`src/ctsi_defines.svh`:
```
`ifndef CTSI_DEFINES_SVH
`define CTSI_DEFINES_SVH

// Clock and tick timing
`define CTSI_CLK_HZ          200000000
`define CTSI_TICK_PERIOD_S   1
`define CTSI_TICK_CYCLES     (`CTSI_CLK_HZ * `CTSI_TICK_PERIOD_S)
// Default arming delay in whole seconds
`define CTSI_ARM_SECONDS     10
// Display page codes
`define CTSI_PAGE_NOW_TIME   2'h0
`define CTSI_PAGE_NOW_DATE   2'h1
`define CTSI_PAGE_FIRST_TIME 2'h2
`define CTSI_PAGE_FIRST_DATE 2'h3
// Calendar field widths
`define CTSI_FIELD_W         6
`define CTSI_YEAR_W          7

`endif

```
`src/ctsi_pkg.sv`:
```
package ctsi_pkg;

  // Time of day, binary fields
  typedef struct packed {
    logic [5:0] hour;
    logic [5:0] minute;
    logic [5:0] second;
  } ctsi_time_t;

  // Calendar date, binary fields
  typedef struct packed {
    logic [6:0] year;
    logic [5:0] month;
    logic [5:0] day;
  } ctsi_date_t;

  typedef struct packed {
    ctsi_date_t date;
    ctsi_time_t time_of_day;
  } ctsi_stamp_t;

  // Label shown on the upper display line
  typedef enum logic [1:0] {
    CTSI_LBL_NOW_TIME   = 2'b00,
    CTSI_LBL_NOW_DATE   = 2'b01,
    CTSI_LBL_FIRST_TIME = 2'b10,
    CTSI_LBL_FIRST_DATE = 2'b11
  } ctsi_label_t;

  // Arming state
  typedef enum logic [0:0] {
    CTSI_ARMING = 1'b0,
    CTSI_ARMED  = 1'b1
  } ctsi_arm_t;

  // Status display contents
  typedef struct packed {
    ctsi_label_t label;        // Upper line
    logic        value_none;   // Lower line reads "None"
    logic        value_is_date;
    logic [18:0] value;        // Lower line value bits
    logic        clock_icon;
    logic        boxed_r_icon;
    logic        case_open_sym;
    logic        backup_sym;
  } ctsi_disp_t;

endpackage

```
`src/ctsi_sync.sv`:
```
`timescale 1ns/10ps
`default_nettype none

// Two-stage synchroniser for pin levels
module ctsi_sync #(
  parameter int WIDTH = 1
) (
  input  wire logic             clk_sys_in,
  input  wire logic             rst_in,
  input  wire logic [WIDTH-1:0] async_in,
  output var  logic [WIDTH-1:0] sync_out
);

  logic [WIDTH-1:0] meta_r;

  // First stage read only by the second
  always_ff @(posedge clk_sys_in or posedge rst_in) begin
    if (rst_in) begin
      meta_r   <= '0;
      sync_out <= '0;
    end else begin
      meta_r   <= async_in;
      sync_out <= meta_r;
    end
  end

endmodule

`default_nettype wire

```
`src/ctsi_top.sv`:
```
`timescale 1ns/10ps
`default_nettype none
`include "ctsi_defines.svh"

// Notes on behaviour
// Live lamp lit while case open, on primary supply, after arming delay.
// Live lamp follows the case state; it never latches.
// Latched lamp lights on any armed case-open event on primary supply.
// Latched lamp stays lit after closing; only reset clears it.
// Arming lamp toggles every second until the arming delay ends.
// After arming the arming lamp goes off and stays off.
// Date and time of first tamper event are stored for display.
// Label goes on the upper line, value on the lower line.
// Present time or date pages turn on the clock icon.
// First-event time or date pages turn on the boxed-R icon instead.
// With no first event recorded, first-event pages read None.
// Case-open symbol while open; backup symbol while on backup supply.
// Clear button erases the stored first event for re-recording.
// Arming delay is a parameter in seconds; events ignored until expiry.
module ctsi_top
  import ctsi_pkg::*;
#(
  parameter int ARM_SECONDS = `CTSI_ARM_SECONDS,
  parameter int TICK_CYCLES = `CTSI_TICK_CYCLES
) (
  input  wire logic        clk_sys_in,
  input  wire logic        rst_in,
  input  wire logic        case_open_in,
  input  wire logic        backup_supply_in,
  input  wire logic        clear_first_event_button_in,
  input  wire ctsi_stamp_t now_stamp_in,
  input  wire logic [1:0]  page_sel_in,
  output var  logic        live_tamper_lamp_out,
  output var  logic        latched_tamper_lamp_out,
  output var  logic        arming_indicator_lamp_out,
  output var  logic        armed_out,
  output var  logic        second_tick_out,
  output var  ctsi_disp_t  disp_out
);

  // ****************************************
  // Elaboration checks
  // ****************************************
  if (ARM_SECONDS < 1 || ARM_SECONDS > 65535) begin : g_bad_arm
    $error("ARM_SECONDS out of range");
  end
  if (TICK_CYCLES < 2) begin : g_bad_tick
    $error("TICK_CYCLES must be at least 2");
  end

  localparam int TW = $clog2(TICK_CYCLES);
  localparam int AW = $clog2(ARM_SECONDS + 1);

  // ****************************************
  // Pin synchronisers
  // ****************************************
  logic [2:0] pins_s;

  ctsi_sync #(
    .WIDTH (3)
  ) u_sync (
    .clk_sys_in (clk_sys_in),
    .rst_in     (rst_in),
    .async_in   ({clear_first_event_button_in, backup_supply_in, case_open_in}),
    .sync_out   (pins_s)
  );

  logic case_open_s;
  logic backup_s;
  logic clear_btn_s;
  assign case_open_s = pins_s[0];
  assign backup_s    = pins_s[1];
  assign clear_btn_s = pins_s[2];

  // Page select is on the same clock, used directly
  function automatic ctsi_label_t page_to_label(input logic [1:0] sel);
    case (sel)
      `CTSI_PAGE_NOW_TIME:   page_to_label = CTSI_LBL_NOW_TIME;
      `CTSI_PAGE_NOW_DATE:   page_to_label = CTSI_LBL_NOW_DATE;
      `CTSI_PAGE_FIRST_TIME: page_to_label = CTSI_LBL_FIRST_TIME;
      default:               page_to_label = CTSI_LBL_FIRST_DATE;
    endcase
  endfunction

  function automatic logic is_first_page(input ctsi_label_t lbl);
    is_first_page = (lbl == CTSI_LBL_FIRST_TIME) || (lbl == CTSI_LBL_FIRST_DATE);
  endfunction

  // ****************************************
  // One-second tick
  // ****************************************
  logic [TW-1:0] tick_cnt_r;
  logic          tick_nxt;

  assign tick_nxt = (tick_cnt_r == TW'(TICK_CYCLES - 1));

  // Free running divider from reset
  always_ff @(posedge clk_sys_in or posedge rst_in) begin
    if (rst_in) begin
      tick_cnt_r <= '0;
    end else if (tick_nxt) begin
      tick_cnt_r <= '0;
    end else begin
      tick_cnt_r <= tick_cnt_r + TW'(1);
    end
  end

  always_ff @(posedge clk_sys_in or posedge rst_in) begin
    if (rst_in) begin
      second_tick_out <= 1'b0;
    end else begin
      second_tick_out <= tick_nxt;
    end
  end

  // ****************************************
  // Arming delay
  // ****************************************
  ctsi_arm_t     arm_state_r;
  logic [AW-1:0] arm_secs_r;

  // Seconds counted from reset; a long delay simply holds events off longer
  always_ff @(posedge clk_sys_in or posedge rst_in) begin
    if (rst_in) begin
      arm_state_r <= CTSI_ARMING;
      arm_secs_r  <= '0;
    end else begin
      case (arm_state_r)
        CTSI_ARMING: begin
          if (tick_nxt) begin
            if (arm_secs_r == AW'(ARM_SECONDS - 1)) begin
              arm_state_r <= CTSI_ARMED;
            end
            arm_secs_r <= arm_secs_r + AW'(1);
          end
        end
        CTSI_ARMED: begin
          arm_state_r <= CTSI_ARMED;
        end
        default: begin
          arm_state_r <= CTSI_ARMING;
        end
      endcase
    end
  end

  logic armed;
  assign armed = (arm_state_r == CTSI_ARMED);

  always_ff @(posedge clk_sys_in or posedge rst_in) begin
    if (rst_in) begin
      armed_out <= 1'b0;
    end else begin
      armed_out <= armed;
    end
  end

  // Arming lamp blinks each second, then dark for good
  always_ff @(posedge clk_sys_in or posedge rst_in) begin
    if (rst_in) begin
      arming_indicator_lamp_out <= 1'b0;
    end else if (armed) begin
      arming_indicator_lamp_out <= 1'b0;
    end else if (tick_nxt) begin
      arming_indicator_lamp_out <= ~arming_indicator_lamp_out;
    end
  end

  // ****************************************
  // Tamper lamps
  // ****************************************
  logic tamper_evt;
  assign tamper_evt = armed && !backup_s && case_open_s;

  // Live lamp tracks the case, no memory
  always_ff @(posedge clk_sys_in or posedge rst_in) begin
    if (rst_in) begin
      live_tamper_lamp_out <= 1'b0;
    end else begin
      live_tamper_lamp_out <= tamper_evt;
    end
  end

  // Sticky until reset; the clear button does not touch it
  always_ff @(posedge clk_sys_in or posedge rst_in) begin
    if (rst_in) begin
      latched_tamper_lamp_out <= 1'b0;
    end else if (tamper_evt) begin
      latched_tamper_lamp_out <= 1'b1;
    end
  end

  // ****************************************
  // First event record
  // ****************************************
  ctsi_stamp_t first_stamp_r;
  logic        first_valid_r;
  logic        evt_d_r;
  logic        evt_rise;

  always_ff @(posedge clk_sys_in or posedge rst_in) begin
    if (rst_in) begin
      evt_d_r <= 1'b0;
    end else begin
      evt_d_r <= tamper_evt;
    end
  end

  // Capture on open edge, so a case held open after a clear is not recorded
  assign evt_rise = tamper_evt && !evt_d_r;

  // A new event in the clearing cycle wins over the clear
  always_ff @(posedge clk_sys_in or posedge rst_in) begin
    if (rst_in) begin
      first_valid_r <= 1'b0;
      first_stamp_r <= '0;
    end else if (evt_rise && (!first_valid_r || clear_btn_s)) begin
      first_valid_r <= 1'b1;
      first_stamp_r <= now_stamp_in;
    end else if (clear_btn_s) begin
      first_valid_r <= 1'b0;
    end
  end

  // ****************************************
  // Status display
  // ****************************************
  ctsi_disp_t  disp_nxt;
  ctsi_label_t lbl;
  logic        first_pg;
  ctsi_stamp_t src;

  always_comb begin
    lbl      = page_to_label(page_sel_in);
    first_pg = is_first_page(lbl);
    src      = first_pg ? first_stamp_r : now_stamp_in;
    disp_nxt = '0;
    disp_nxt.label         = lbl;
    disp_nxt.value_is_date = (lbl == CTSI_LBL_NOW_DATE) || (lbl == CTSI_LBL_FIRST_DATE);
    disp_nxt.value         = disp_nxt.value_is_date ? src.date : {1'b0, src.time_of_day};
    disp_nxt.clock_icon    = !first_pg;
    disp_nxt.boxed_r_icon  = first_pg;
    if (first_pg && !first_valid_r) begin
      disp_nxt.value_none = 1'b1;
      disp_nxt.value      = '0;
    end
    disp_nxt.case_open_sym = case_open_s;
    disp_nxt.backup_sym    = backup_s;
  end

  always_ff @(posedge clk_sys_in or posedge rst_in) begin
    if (rst_in) begin
      disp_out <= '0;
    end else begin
      disp_out <= disp_nxt;
    end
  end

endmodule

`default_nettype wire

```
`config.mk`:
```
export PLATFORM = sky130hd
export DESIGN_NAME = ctsi_top
export DESIGN_NICKNAME = d
export VERILOG_FILES = /design/src/ctsi_pkg.sv /design/src/ctsi_sync.sv /design/src/ctsi_top.sv
export VERILOG_INCLUDE_DIRS = /design/src
export SDC_FILE = /design/constraint.sdc
export NUM_CORES = 1
export LEC_CHECK = 0
export ABC_CLOCK_PERIOD_IN_PS = 5770
export BUFFER_PORTS_ARGS = -buffer_cell sky130_fd_sc_hd__buf_2
export CAP_MARGIN = 5
export CORE_ASPECT_RATIO = 1.5
export CORE_UTILIZATION = 35
export CTS_CLUSTER_SIZE = 40
export DETAILED_ROUTE_END_ITERATION = 10
export GPL_ROUTABILITY_DRIVEN = 0
export PLACE_DENSITY = 0.54
export SYNTH_ARGS = -nofsm -noshare
export SYNTH_HDL_FRONTEND = slang
export SYNTH_HIERARCHICAL = 1
export SYNTH_SLANG_ARGS = --single-unit
```
`constraint.sdc`:
```
create_clock -name clk_sys_in -period 5.77 [get_ports clk_sys_in]
set_input_delay 0.2885 -clock clk_sys_in [delete_from_list [all_inputs] [get_ports clk_sys_in]]
set_output_delay 0.2885 -clock clk_sys_in [all_outputs]
set_load 0.02 [all_outputs]
```
==> results.cfg, run 1 <==
[outcome]
status = finished clean

[layout]
final_layout_size_suffix_gt1_frac = 0.333
fin_nets = 471
area_growth_pct = 17.6
utilization = 0.420
design_area_sq_um = 5440
n_antenna_cell = 0
fillCellCount = 1215

[timing]
rsz0062_at_grt = no
setup_tns_ns = 0
min_period_over_period = 0.404
drv_slew = 0
fin_skew_ns = 0.00793
max_freq_ghz = 0.429
hold_viol_final = 0
period_minus_slack_ns = 2.33
relSlewSlack = 0.263
tightest_slew_ns = 1.10
setup_viol = 0

[drt]
finalWirelength_um = 9290
vias_per_cell = 5.16
dr.pass1.iters = 4
drt_first_iter_violations = 53
drc = 0
ant_nets = 0
wl_per_cell_um = 15.8
via_count = 3032

[clocking]
cts_tree = done
clock_path_buffers = 2
cts_resized = 0
hold_buffers = 1
cts_buffers = 9
root_buffer = clkbuf_16
htree_levels = 3
cts_setup_buffers = 0
cts.sinks = 107
cts.clk_slew.worst_paths_ns = 0.07
clock_latency_ns = 0.34

[setup_path]
cp_max_fo = 16
required_ns = 6.05
reg2regPathDepth = 5
regToRegSetupSlack_ns = 3.44
worst_setup_path_end_kind = register
crit_end = arm_state_r$_DFF_PP0_
crit_type = reg2reg
startpoint = tick_cnt_r[0]$_DFF_PP0_
cp-start-kind = register
worst_ep_arrival_time_ns = 2.61
rr_endpoint = arm_state_r$_DFF_PP0_
r2r_start = tick_cnt_r[0]$_DFF_PP0_

[floorplanning]
die-width_um = 95.8
ios = 76
initial_utilization = 0.357
rows = 51
die_area_sq_um = 13700
die_h_um = 143
core_sq_um = 13000

[power_and_ir_drop]
finalPower_w = 0.00154
p_leak_nw = 2.56
cellPowerDensity_nw_per_um2 = 284
peakVddDrop_mv = 0.148

[logic_synthesis]
syn_avg_cell_area_sq_um = 13.0
yosys.area.top_type_share = 0.579
synth_nets = 402
ys.warnings.count = 6
seq_area_frac_synth = 0.579
synth_cell_types = 46
syn_inst = 355
synth-seq-cells = 107
synthTopCellsByArea = dfrtp_1, mux2_2, mux2i_1
syn_area_sq_um = 4620
synth.largest_area_cell = dfrtp_1

[flow_run]
maxCapViolations = 0

[placed_design]
dp_hpwl_um = 6400
portBuffers = 75
placed_area_sq_um = 5110

[global_routing]
grt_pass1_vias = 3044
grt-ovfl-total = 0
antenna_found_initial = 0
grt_pass1_wl_um = 15000
grt_usage = 0.143
grt_max_degree = 76

[hold_path]
worstHoldPathType = in2reg
-- placed cells by master (no fill, tap or decap), drive strengths merged, types with 10 or more instances in the layout --
cell and n:
dfrtp 107, buf 77, mux2 38, mux2i 38
o22ai 18, nand3 14, nor2 11, clkbuf 11
xor2 10, nand2 10, inv 10
-- layer usage --
metal,up-vias,wire length (um),GRT usage
met5,-,0,0
met4,0,174,0.0542
met3,11,386,0.0309
met2,65,4840,0.246
met1,1531,3880,0.173
li1,1425,-,-
-- Yosys cell counts (all sizes together) --
library cell / instances
mux2: 38
a21boi: 1
nor3: 2
mux2i: 38
nand4b: 2
and2: 1
dfrtp: 107
and3: 3
nand3: 14
clkbuf: 5
nand2b: 3
a41o: 1
ha: 3
nand4: 7
xnor2: 9
nor2b: 2
xor2: 10
inv: 9
buf: 15
o22ai: 18
o31ai: 8
a21oi: 9
a31o: 1
or3: 1
or4: 7
and4: 8
nor4: 6
and3b: 1
nor4b: 2
nand2: 10
nand3b: 1
nor2: 11
o21ai: 2
-- cell type report --
type	instances	area, sq um	share of cell area
Clock buffer	11	233	0.0428
Clock inverter	5	86.3	0.0159
Inverter	9	36.3	0.00668
Multi-Input combinational cell	219	1800	0.332
Sequential cell	107	2680	0.493
Tap cell	159	199	0.0366
Timing Repair Buffer	78	400	0.0737
-- logic make-up after synthesis --
group / Yosys count / share of synthesized area
compound gates: 40 / 0.0558
fa+ha+maj: 3 / 0.00812
mux: 76 / 0.175
simple gates: 81 / 0.115
flops: 107 / 0.579
xor+xnor: 19 / 0.0360
buf+inv: 29 / 0.0309
-- metrics by stage --
step           setup slack [ns]  std cells  hold slack (ns)
3_3_place_gp               3.47        571            0.234
2_1_floorplan              2.83        355           0.0795
3_5_place_dp               3.40        571            0.235
6_report                   3.44        588           0.0540
5_1_grt                    3.18        588           0.0318
4_1_cts                    3.36        588           0.0369
-- worst min path at each step --
stage	startpoint	to	slack (ns)	depth (start not counted)
finish	case_open_in	u_sync/meta_r[0]$_DFF_PP0_	0.05	1
global route	case_open_in	u_sync/meta_r[0]$_DFF_PP0_	0.03	1
CTS	case_open_in	u_sync/meta_r[0]$_DFF_PP0_	0.04	1
detailed placement	rst_in	u_sync/sync_out[0]$_DFF_PP0_	0.23	2
global placement	rst_in	u_sync/sync_out[1]$_DFF_PP0_	0.23	2
floorplan	rst_in	u_sync/meta_r[0]$_DFF_PP0_	0.08	1
-- state kept, by name (all words and copies together), names as in the netlist --
name / cells
arm_secs_r: 4
first_valid_r: 1
armed_out: 1
arming_indicator_lamp_out: 1
tick_cnt_r: 28
u_sync/meta_r: 3
first_stamp_r: 37
u_sync/sync_out: 3
disp_out: 25
latched_tamper_lamp_out: 1
arm_state_r: 1
second_tick_out: 1
evt_d_r: 1
-- power breakdown --
part / leakage, nW / internal (W) / switching [W] / total (W)
Sequential: 1.35 / 0.000775 / 0.00000906 / 0.000784
Clock: 0.148 / 0.000384 / 0.000270 / 0.000653
Combinational: 1.06 / 0.0000444 / 0.0000605 / 0.000105
Total: 2.56 / 0.00120 / 0.000339 / 0.00154
-- critical path: stages (launching register included) --
cell and delay [ns]:
dfrtp_1 0.40, ha_1 0.21, and3_1 0.32, nand3_4 0.14, nor3_2 0.91, a41o_1 0.28
(Power assumes the default switching activity.)
==> run 2: changes to the inputs <==
- ABC_AREA: default -> 1
- ABC_CLOCK_PERIOD_IN_PS: 5770 -> 2050
- PLACE_DENSITY: 0.54 -> 0.55
- clock period: 5.77 -> 2.05 ns (I/O delays scaled with it)
==> run 2 against run 1 <==
  * Total power rose to 2.8 times the previous value
  * Via count grew 38%
  * First-iteration DRC count grew to 3.0 times the previous value
  * Sequential cell count did not move
  * Wire length is 26% higher
  * Clock-buffer cell count is the same
  * Register-to-register slack lost 2.9 ns
  * Die area increased by 11%
  * Clock skew hardly changed
  * Critical endpoint is now disp_out[4]$_DFF_PP0_
==> results.cfg, run 2 <==
[setup_path]
r2r_start = tick_cnt_r[0]$_DFF_PP0_
cp_max_fo = 19
worst_ep_arrival_time_ns = 1.76
cp-start-kind = input port
worst_setup_path_end_kind = register
crit_path_cell_trace = dlygate4sd3_1, buf_2, inv_2, nor2_2, a21oi_1
slowest_stage = nor2_2
rr_endpoint = tick_cnt_r[17]$_DFF_PP0_
slowest_delay_ns = 0.75
regToRegSetupSlack_ns = 0.52
required_ns = 2.24
crit_type = in2reg
reg2regPathDepth = 8

[logic_synthesis]
seq_area_frac_synth = 0.522
synthFlopType = dfrtp_1
synthMuxAreaShare = 0
synthXorXnorAreaFrac = 0.0171
synth-seq-cells = 107
synth_nets = 664
yosys.area.top_type_share = 0.522
yosys.area_share.simple = 0.211
synth_cell_types = 27
syn_inst = 617
synth_edf_count = 0
ys.warnings.count = 6
synth_compound_area_frac = 0.152
yosysMostFrequentCell = nand2_1
async_flop_share = 1.00
syn_area_sq_um = 5130
synthTopCellsByArea = dfrtp_1, nand2_1, a21oi_1
syn_avg_cell_area_sq_um = 8.32
synth_top_family_by_area = simple AND/OR/NAND/NOR gates
synth_common_cells = nand2_1, dfrtp_1, inv_1
synth_adder_area_share = 0.00732
synth.largest_area_cell = dfrtp_1

[global_routing]
grt_pass1_vias = 4206
grt_usage = 0.169
grt_pass1_wl_um = 19800
grt_max_degree = 76
grt-ovfl-total = 0
antenna_found_initial = 0

[drt]
vias_per_cell = 4.66
wl_per_cell_um = 13.0
drc = 0
dr.pass1.iters = 5
wl_met3_um = 393
wl_met1_um = 5230
finalWirelength_um = 11700
highest_layer = met4
wl_met2_um = 5880
drt_first_iter_violations = 158
ant_nets = 0
via_count = 4183

[power_and_ir_drop]
netSwitchingFraction = 0.241
peakVddDrop_mv = 0.362
combinationalPowerShare = 0.075
seq_power_share = 0.498
clock_power_share = 0.427
cellPowerDensity_nw_per_um2 = 705
p_leak_nw = 3.09
intPower_w = 0.00329
netSwitchingPower_w = 0.00105

[hold_path]
worstHoldPathType = in2reg
min_path_cells = 3
min-delay-start = now_stamp_in[4]
hold_end = first_stamp_r[4]$_DFFE_PP0P_

[timing]
max_freq_ghz = 0.637
min_period_over_period = 0.766
relSlewSlack = 0.364
rsz0062_at_grt = no
tightest_slew_ns = 0.953
drv_slew = 0
setup_tns_ns = 0
fin_skew_ns = 0.00834
setup_viol = 0
hold_viol_final = 0
period_minus_slack_ns = 1.57

[layout]
mostFrequentLayoutCells = nand2_1, dfrtp_1, inv_1
largest_reg_flops = 37
reg_top3 = first_stamp_r (37), tick_cnt_r (28), disp_out (25)
utilization = 0.434
final_layout_size_suffix_gt1_frac = 0.207
fin_nets = 748
top_register = first_stamp_r
layout.cells.non_filler = 898
area_growth_pct = 19.9
final_common_cell = nand2_1
n_antenna_cell = 0

[floorplanning]
die_h_um = 150
ios = 76
rows = 53
core_sq_um = 14200
initial_utilization = 0.362
die-width_um = 101
die_area_sq_um = 15200

[clocking]
cts.clk_slew.worst_paths_ns = 0.08
cts.sinks = 107
cts_buffers = 9
cts_resized = 0
root_buffer = clkbuf_16
htree_levels = 3
clock_path_buffers = 2
cts_tree = done
clock_latency_ns = 0.36

[flow_run]
maxCapViolations = 0

[placed_design]
dp_hpwl_um = 8260
placed_cells = 866
portBuffers = 75

[outcome]
status = finished clean
-- run 2: cell types whose count changed in the layout (fill, tap and decap cells not counted), moves of 13 or more --
cell / change
a21oi_1: +55
o21ai_0: +43
o22ai_1: -18
dlygate4sd3_1: +15
o21ai_2: +20
nand3_1: +13
mux2i_1: -38
mux2_2: -38
inv_1: +71
nand2_1: +118
nor2_1: +58
-- run 2: how the worst max path moves through the flow --
| stage | from | to | slack [ns] | depth (start not counted) |
|---|---|---|---|---|
| after floorplan | rst_in | arm_secs_r[0]$_DFFE_PP0P_ | 0.74 | 1 |
| after global placement | first_valid_r$_DFFE_PP0P_ | disp_out[4]$_DFF_PP0_ | 0.57 | 2 |
| after detailed placement | tick_cnt_r[0]$_DFF_PP0_ | tick_cnt_r[24]$_DFF_PP0_ | 0.51 | 8 |
| after CTS | page_sel_in[1] | disp_out[4]$_DFF_PP0_ | 0.46 | 5 |
| after global routing | tick_cnt_r[0]$_DFF_PP0_ | arming_indicator_lamp_out$_DFFE_PP0P_ | 0.33 | 7 |
| final | page_sel_in[1] | disp_out[4]$_DFF_PP0_ | 0.48 | 5 |
-- run 2: routing by layer --
layer / track usage / vias up
met5: 0 / -
met4: 0.0630 / 0
met3: 0.0376 / 11
met2: 0.291 / 88
met1: 0.204 / 1976
li1: - / 2108
-- run 2: logic make-up (layout without fill, tap and decap cells) --
logic type,Yosys count,count (layout)
buf+inv,107,196
compound gates,140,140
simple gates,250,250
fa+ha+maj,3,3
flops,107,107
xor+xnor,10,10
-- run 2: worst max-delay path: cells and delay by family --
family / cells / cell delay, ns
compound gates: 1 / 0.13
simple gates: 1 / 0.75
buf+inv: 3 / 0.77
-- run 2: power by group through the flow --
stage / combinational [W] / clock [W] / sequential (W)
2_1_floorplan: 0.000144 / 0 / 0.00224
3_3_place_gp: 0.000308 / 0 / 0.00220
3_5_place_dp: 0.000310 / 0 / 0.00220
4_1_cts: 0.000334 / 0.00191 / 0.00216
5_1_grt: 0.000370 / 0.00198 / 0.00216
6_report: 0.000327 / 0.00185 / 0.00216
-- run 2: repair_timing --
item | in CTS | in global routing
buffers inserted | 0 | 0
hold buffers | 16 | 0
endpoints found under the hold margin | 45 | 0
-- run 2: cell type report --
type                    instances  area [sq um]
well taps                     192           240
clock inverters                 5          63.8
fillers                      1471          8040
multi-input cells             403          1980
repair buffers                 97           618
inverters                      83           315
clock buffers                  11           253
flip-flops and latches        107          2680
-- run 2: stage by stage --
step	hold slack [ns]	area (sq um)	setup slack, ns	power [W]
final	0.0105	6150	0.480	0.00434
after global routing	0.00858	6150	0.332	0.00451
after CTS	0.000284	6150	0.459	0.00440
after detailed placement	0.0513	5680	0.507	0.00251
after global placement	0.0463	5680	0.567	0.00251
after floorplan	-0.107	5130	0.744	0.00239
==> run 3: changes to the inputs <==
- ABC_CLOCK_PERIOD_IN_PS: 2050 -> 1390
- clock period: 2.05 -> 1.39 ns (I/O delays scaled with it)
==> run 3 against run 2 <==
  * The flow now finishes with violations (setup timing)
  * Via count rose by 6.6%
  * Core utilization up 4.3 points
  * Hold slack got worse by 0.0033 ns
  * Clock power rose by 41%
  * Global-route usage grew 0.97 points
  * Design area increased by 9.8%
  * Critical path type is now reg2reg
  * Largest power group unchanged
==> results.cfg, run 3 (same netlist as run 2, synthesis figures left out) <==
[layout]
area_growth_pct = 31.7
utilization = 0.476
top_register = first_stamp_r
fin_nets = 800
largest_reg_flops = 37
final_common_cell = nand2_1
layout.cells.non_filler = 950
final_layout_size_suffix_gt1_frac = 0.280
mostFrequentLayoutCells = nand2_1, dfrtp_1, inv_1
n_antenna_cell = 0
reg_top3 = first_stamp_r (37), tick_cnt_r (28), disp_out (25)

[power_and_ir_drop]
cellPowerDensity_nw_per_um2 = 935
clock_power_share = 0.411
peakVddDrop_mv = 0.495
netSwitchingPower_w = 0.00159
seq_power_share = 0.503
intPower_w = 0.00473
p_leak_nw = 3.39
netSwitchingFraction = 0.252
combinationalPowerShare = 0.086

[floorplanning]
die_area_sq_um = 15200
ios = 76
core_sq_um = 14200
die-width_um = 101
rows = 53
die_h_um = 150
initial_utilization = 0.362

[placed_design]
placed_cells = 884
portBuffers = 75
place_ws_ns = -0.0541
dp_hpwl_um = 8350

[clocking]
cts_buffers = 9
root_buffer = clkbuf_16
clock_path_buffers = 2
clock_latency_ns = 0.35
htree_levels = 3
cts.clk_slew.worst_paths_ns = 0.08
cts_tree = done
cts.sinks = 107

[setup_path]
cp-start-kind = register
r2r_start = tick_cnt_r[5]$_DFF_PP0_
required_ns = 1.64
worst_setup_path_end_kind = register
rr_endpoint = arm_secs_r[3]$_DFFE_PP0P_
regToRegSetupSlack_ns = -0.03
cp_max_fo = 7
crit_type = reg2reg
reg2regPathDepth = 7
crit_end = arm_secs_r[3]$_DFFE_PP0P_
startpoint = tick_cnt_r[5]$_DFF_PP0_
worst_ep_arrival_time_ns = 1.66

[timing]
fin_skew_ns = 0.0102
hold_ws_ns = 0.00713
worst_slack_ns = -0.0284
relSlewSlack = 0.703
period_minus_slack_ns = 1.42
setup_viol = 7
rsz0062_at_grt = yes
tightest_slew_ns = 0.446
min_period_over_period = 1.02
max_freq_ghz = 0.705
hold_viol_final = 0
drv_slew = 0

[global_routing]
grt_pass1_wl_um = 20900
grt_max_degree = 79
grt_pass1_vias = 4449
grt_usage = 0.178
antenna_found_initial = 0
grt-ovfl-total = 0

[drt]
dr.pass1.iters = 4
drt_first_iter_violations = 128
drc = 0
vias_per_cell = 4.69
ant_nets = 0
via_count = 4459
finalWirelength_um = 13000
wl_per_cell_um = 13.6

[hold_path]
worstHoldPathType = in2reg

[flow_run]
maxCapViolations = 0

[outcome]
violations = setup timing
status = finished with violations
[run 3: changes by cell type in the layout (fill, tap and decap cells not counted), moves of 2 or more]
cell           delta
buf_4            +26
dlygate4sd3_1    +22
nand2_1          -13
nor2_1           -12
nand2_2           +9
nor2_4            +8
nand2_4           +5
nand3_1           -5
nor2_2            +5
dfrtp_1           -4
dfrtp_2           +4
nand3_2           +4
buf_6             +2
[run 3: cell type report]
type                       instances  area [sq um]
clock inverter                     5          42.5
sequential                       107          2680
tap                              192           240
multi-input combinational        405          2160
fill                            1418          7430
inverter                          83           315
timing repair buffer             147          1060
clock buffer                      11           253
[run 3: worst max-delay path, cell delays in order (launching register included)]
cell	delay (ns)
dfrtp_1	0.43
nand2_2	0.11
nor2_2	0.20
nand2_4	0.13
nor2_4	0.19
nand3_2	0.12
nand2_1	0.09
nand2_1	0.05
[run 3: worst min-delay path by stage]
stage / start / endpoint / slack [ns] / cells after the start
2_1_floorplan: rst_in / u_sync/meta_r[0]$_DFF_PP0_ / -0.14 / 1
3_3_place_gp: rst_in / u_sync/sync_out[0]$_DFF_PP0_ / 0.01 / 2
3_5_place_dp: rst_in / u_sync/sync_out[1]$_DFF_PP0_ / 0.02 / 2
4_1_cts: now_stamp_in[11] / first_stamp_r[11]$_DFFE_PP0P_ / 0.002 / 3
5_1_grt: now_stamp_in[11] / first_stamp_r[11]$_DFFE_PP0P_ / 0.01 / 3
6_report: now_stamp_in[0] / first_stamp_r[0]$_DFFE_PP0P_ / 0.007 / 3
[run 3: metal layers]
layer	GRT usage	vias to the layer above	part of all wire
met2	0.316	93	0.52
met3	0.0269	23	0.029
li1	-	2216	-
met1	0.211	2127	0.43
met4	0.0812	0	0.027
met5	0	-	0
[run 3: through the flow]
step                TNS [ns]  power (W)  cell area, sq um
finish               -0.0760    0.00632              6760
floorplan                  0    0.00352              5130
global route           -2.33    0.00658              6760
CTS                   -0.133    0.00640              6630
detailed placement    -0.675    0.00371              5810
global placement     -0.0352    0.00370              5810
[run 3: repair_timing]
action,in CTS,in global routing
endpoints found under the setup margin,20,35
gates resized for setup,23,28
pin swaps,19,15
hold endpoints to repair,144,0
buffers inserted,5,3
cloned,2,2
hold buffers,38,0
[run 3: power by group through the flow]
stage	Combinational [W]	Sequential [W]	Clock [W]
2_1_floorplan	0.000213	0.00331	0
3_5_place_dp	0.000464	0.00324	0
4_1_cts	0.000547	0.00318	0.00267
3_3_place_gp	0.000457	0.00325	0
6_report	0.000541	0.00318	0.00260
5_1_grt	0.000608	0.00319	0.00278
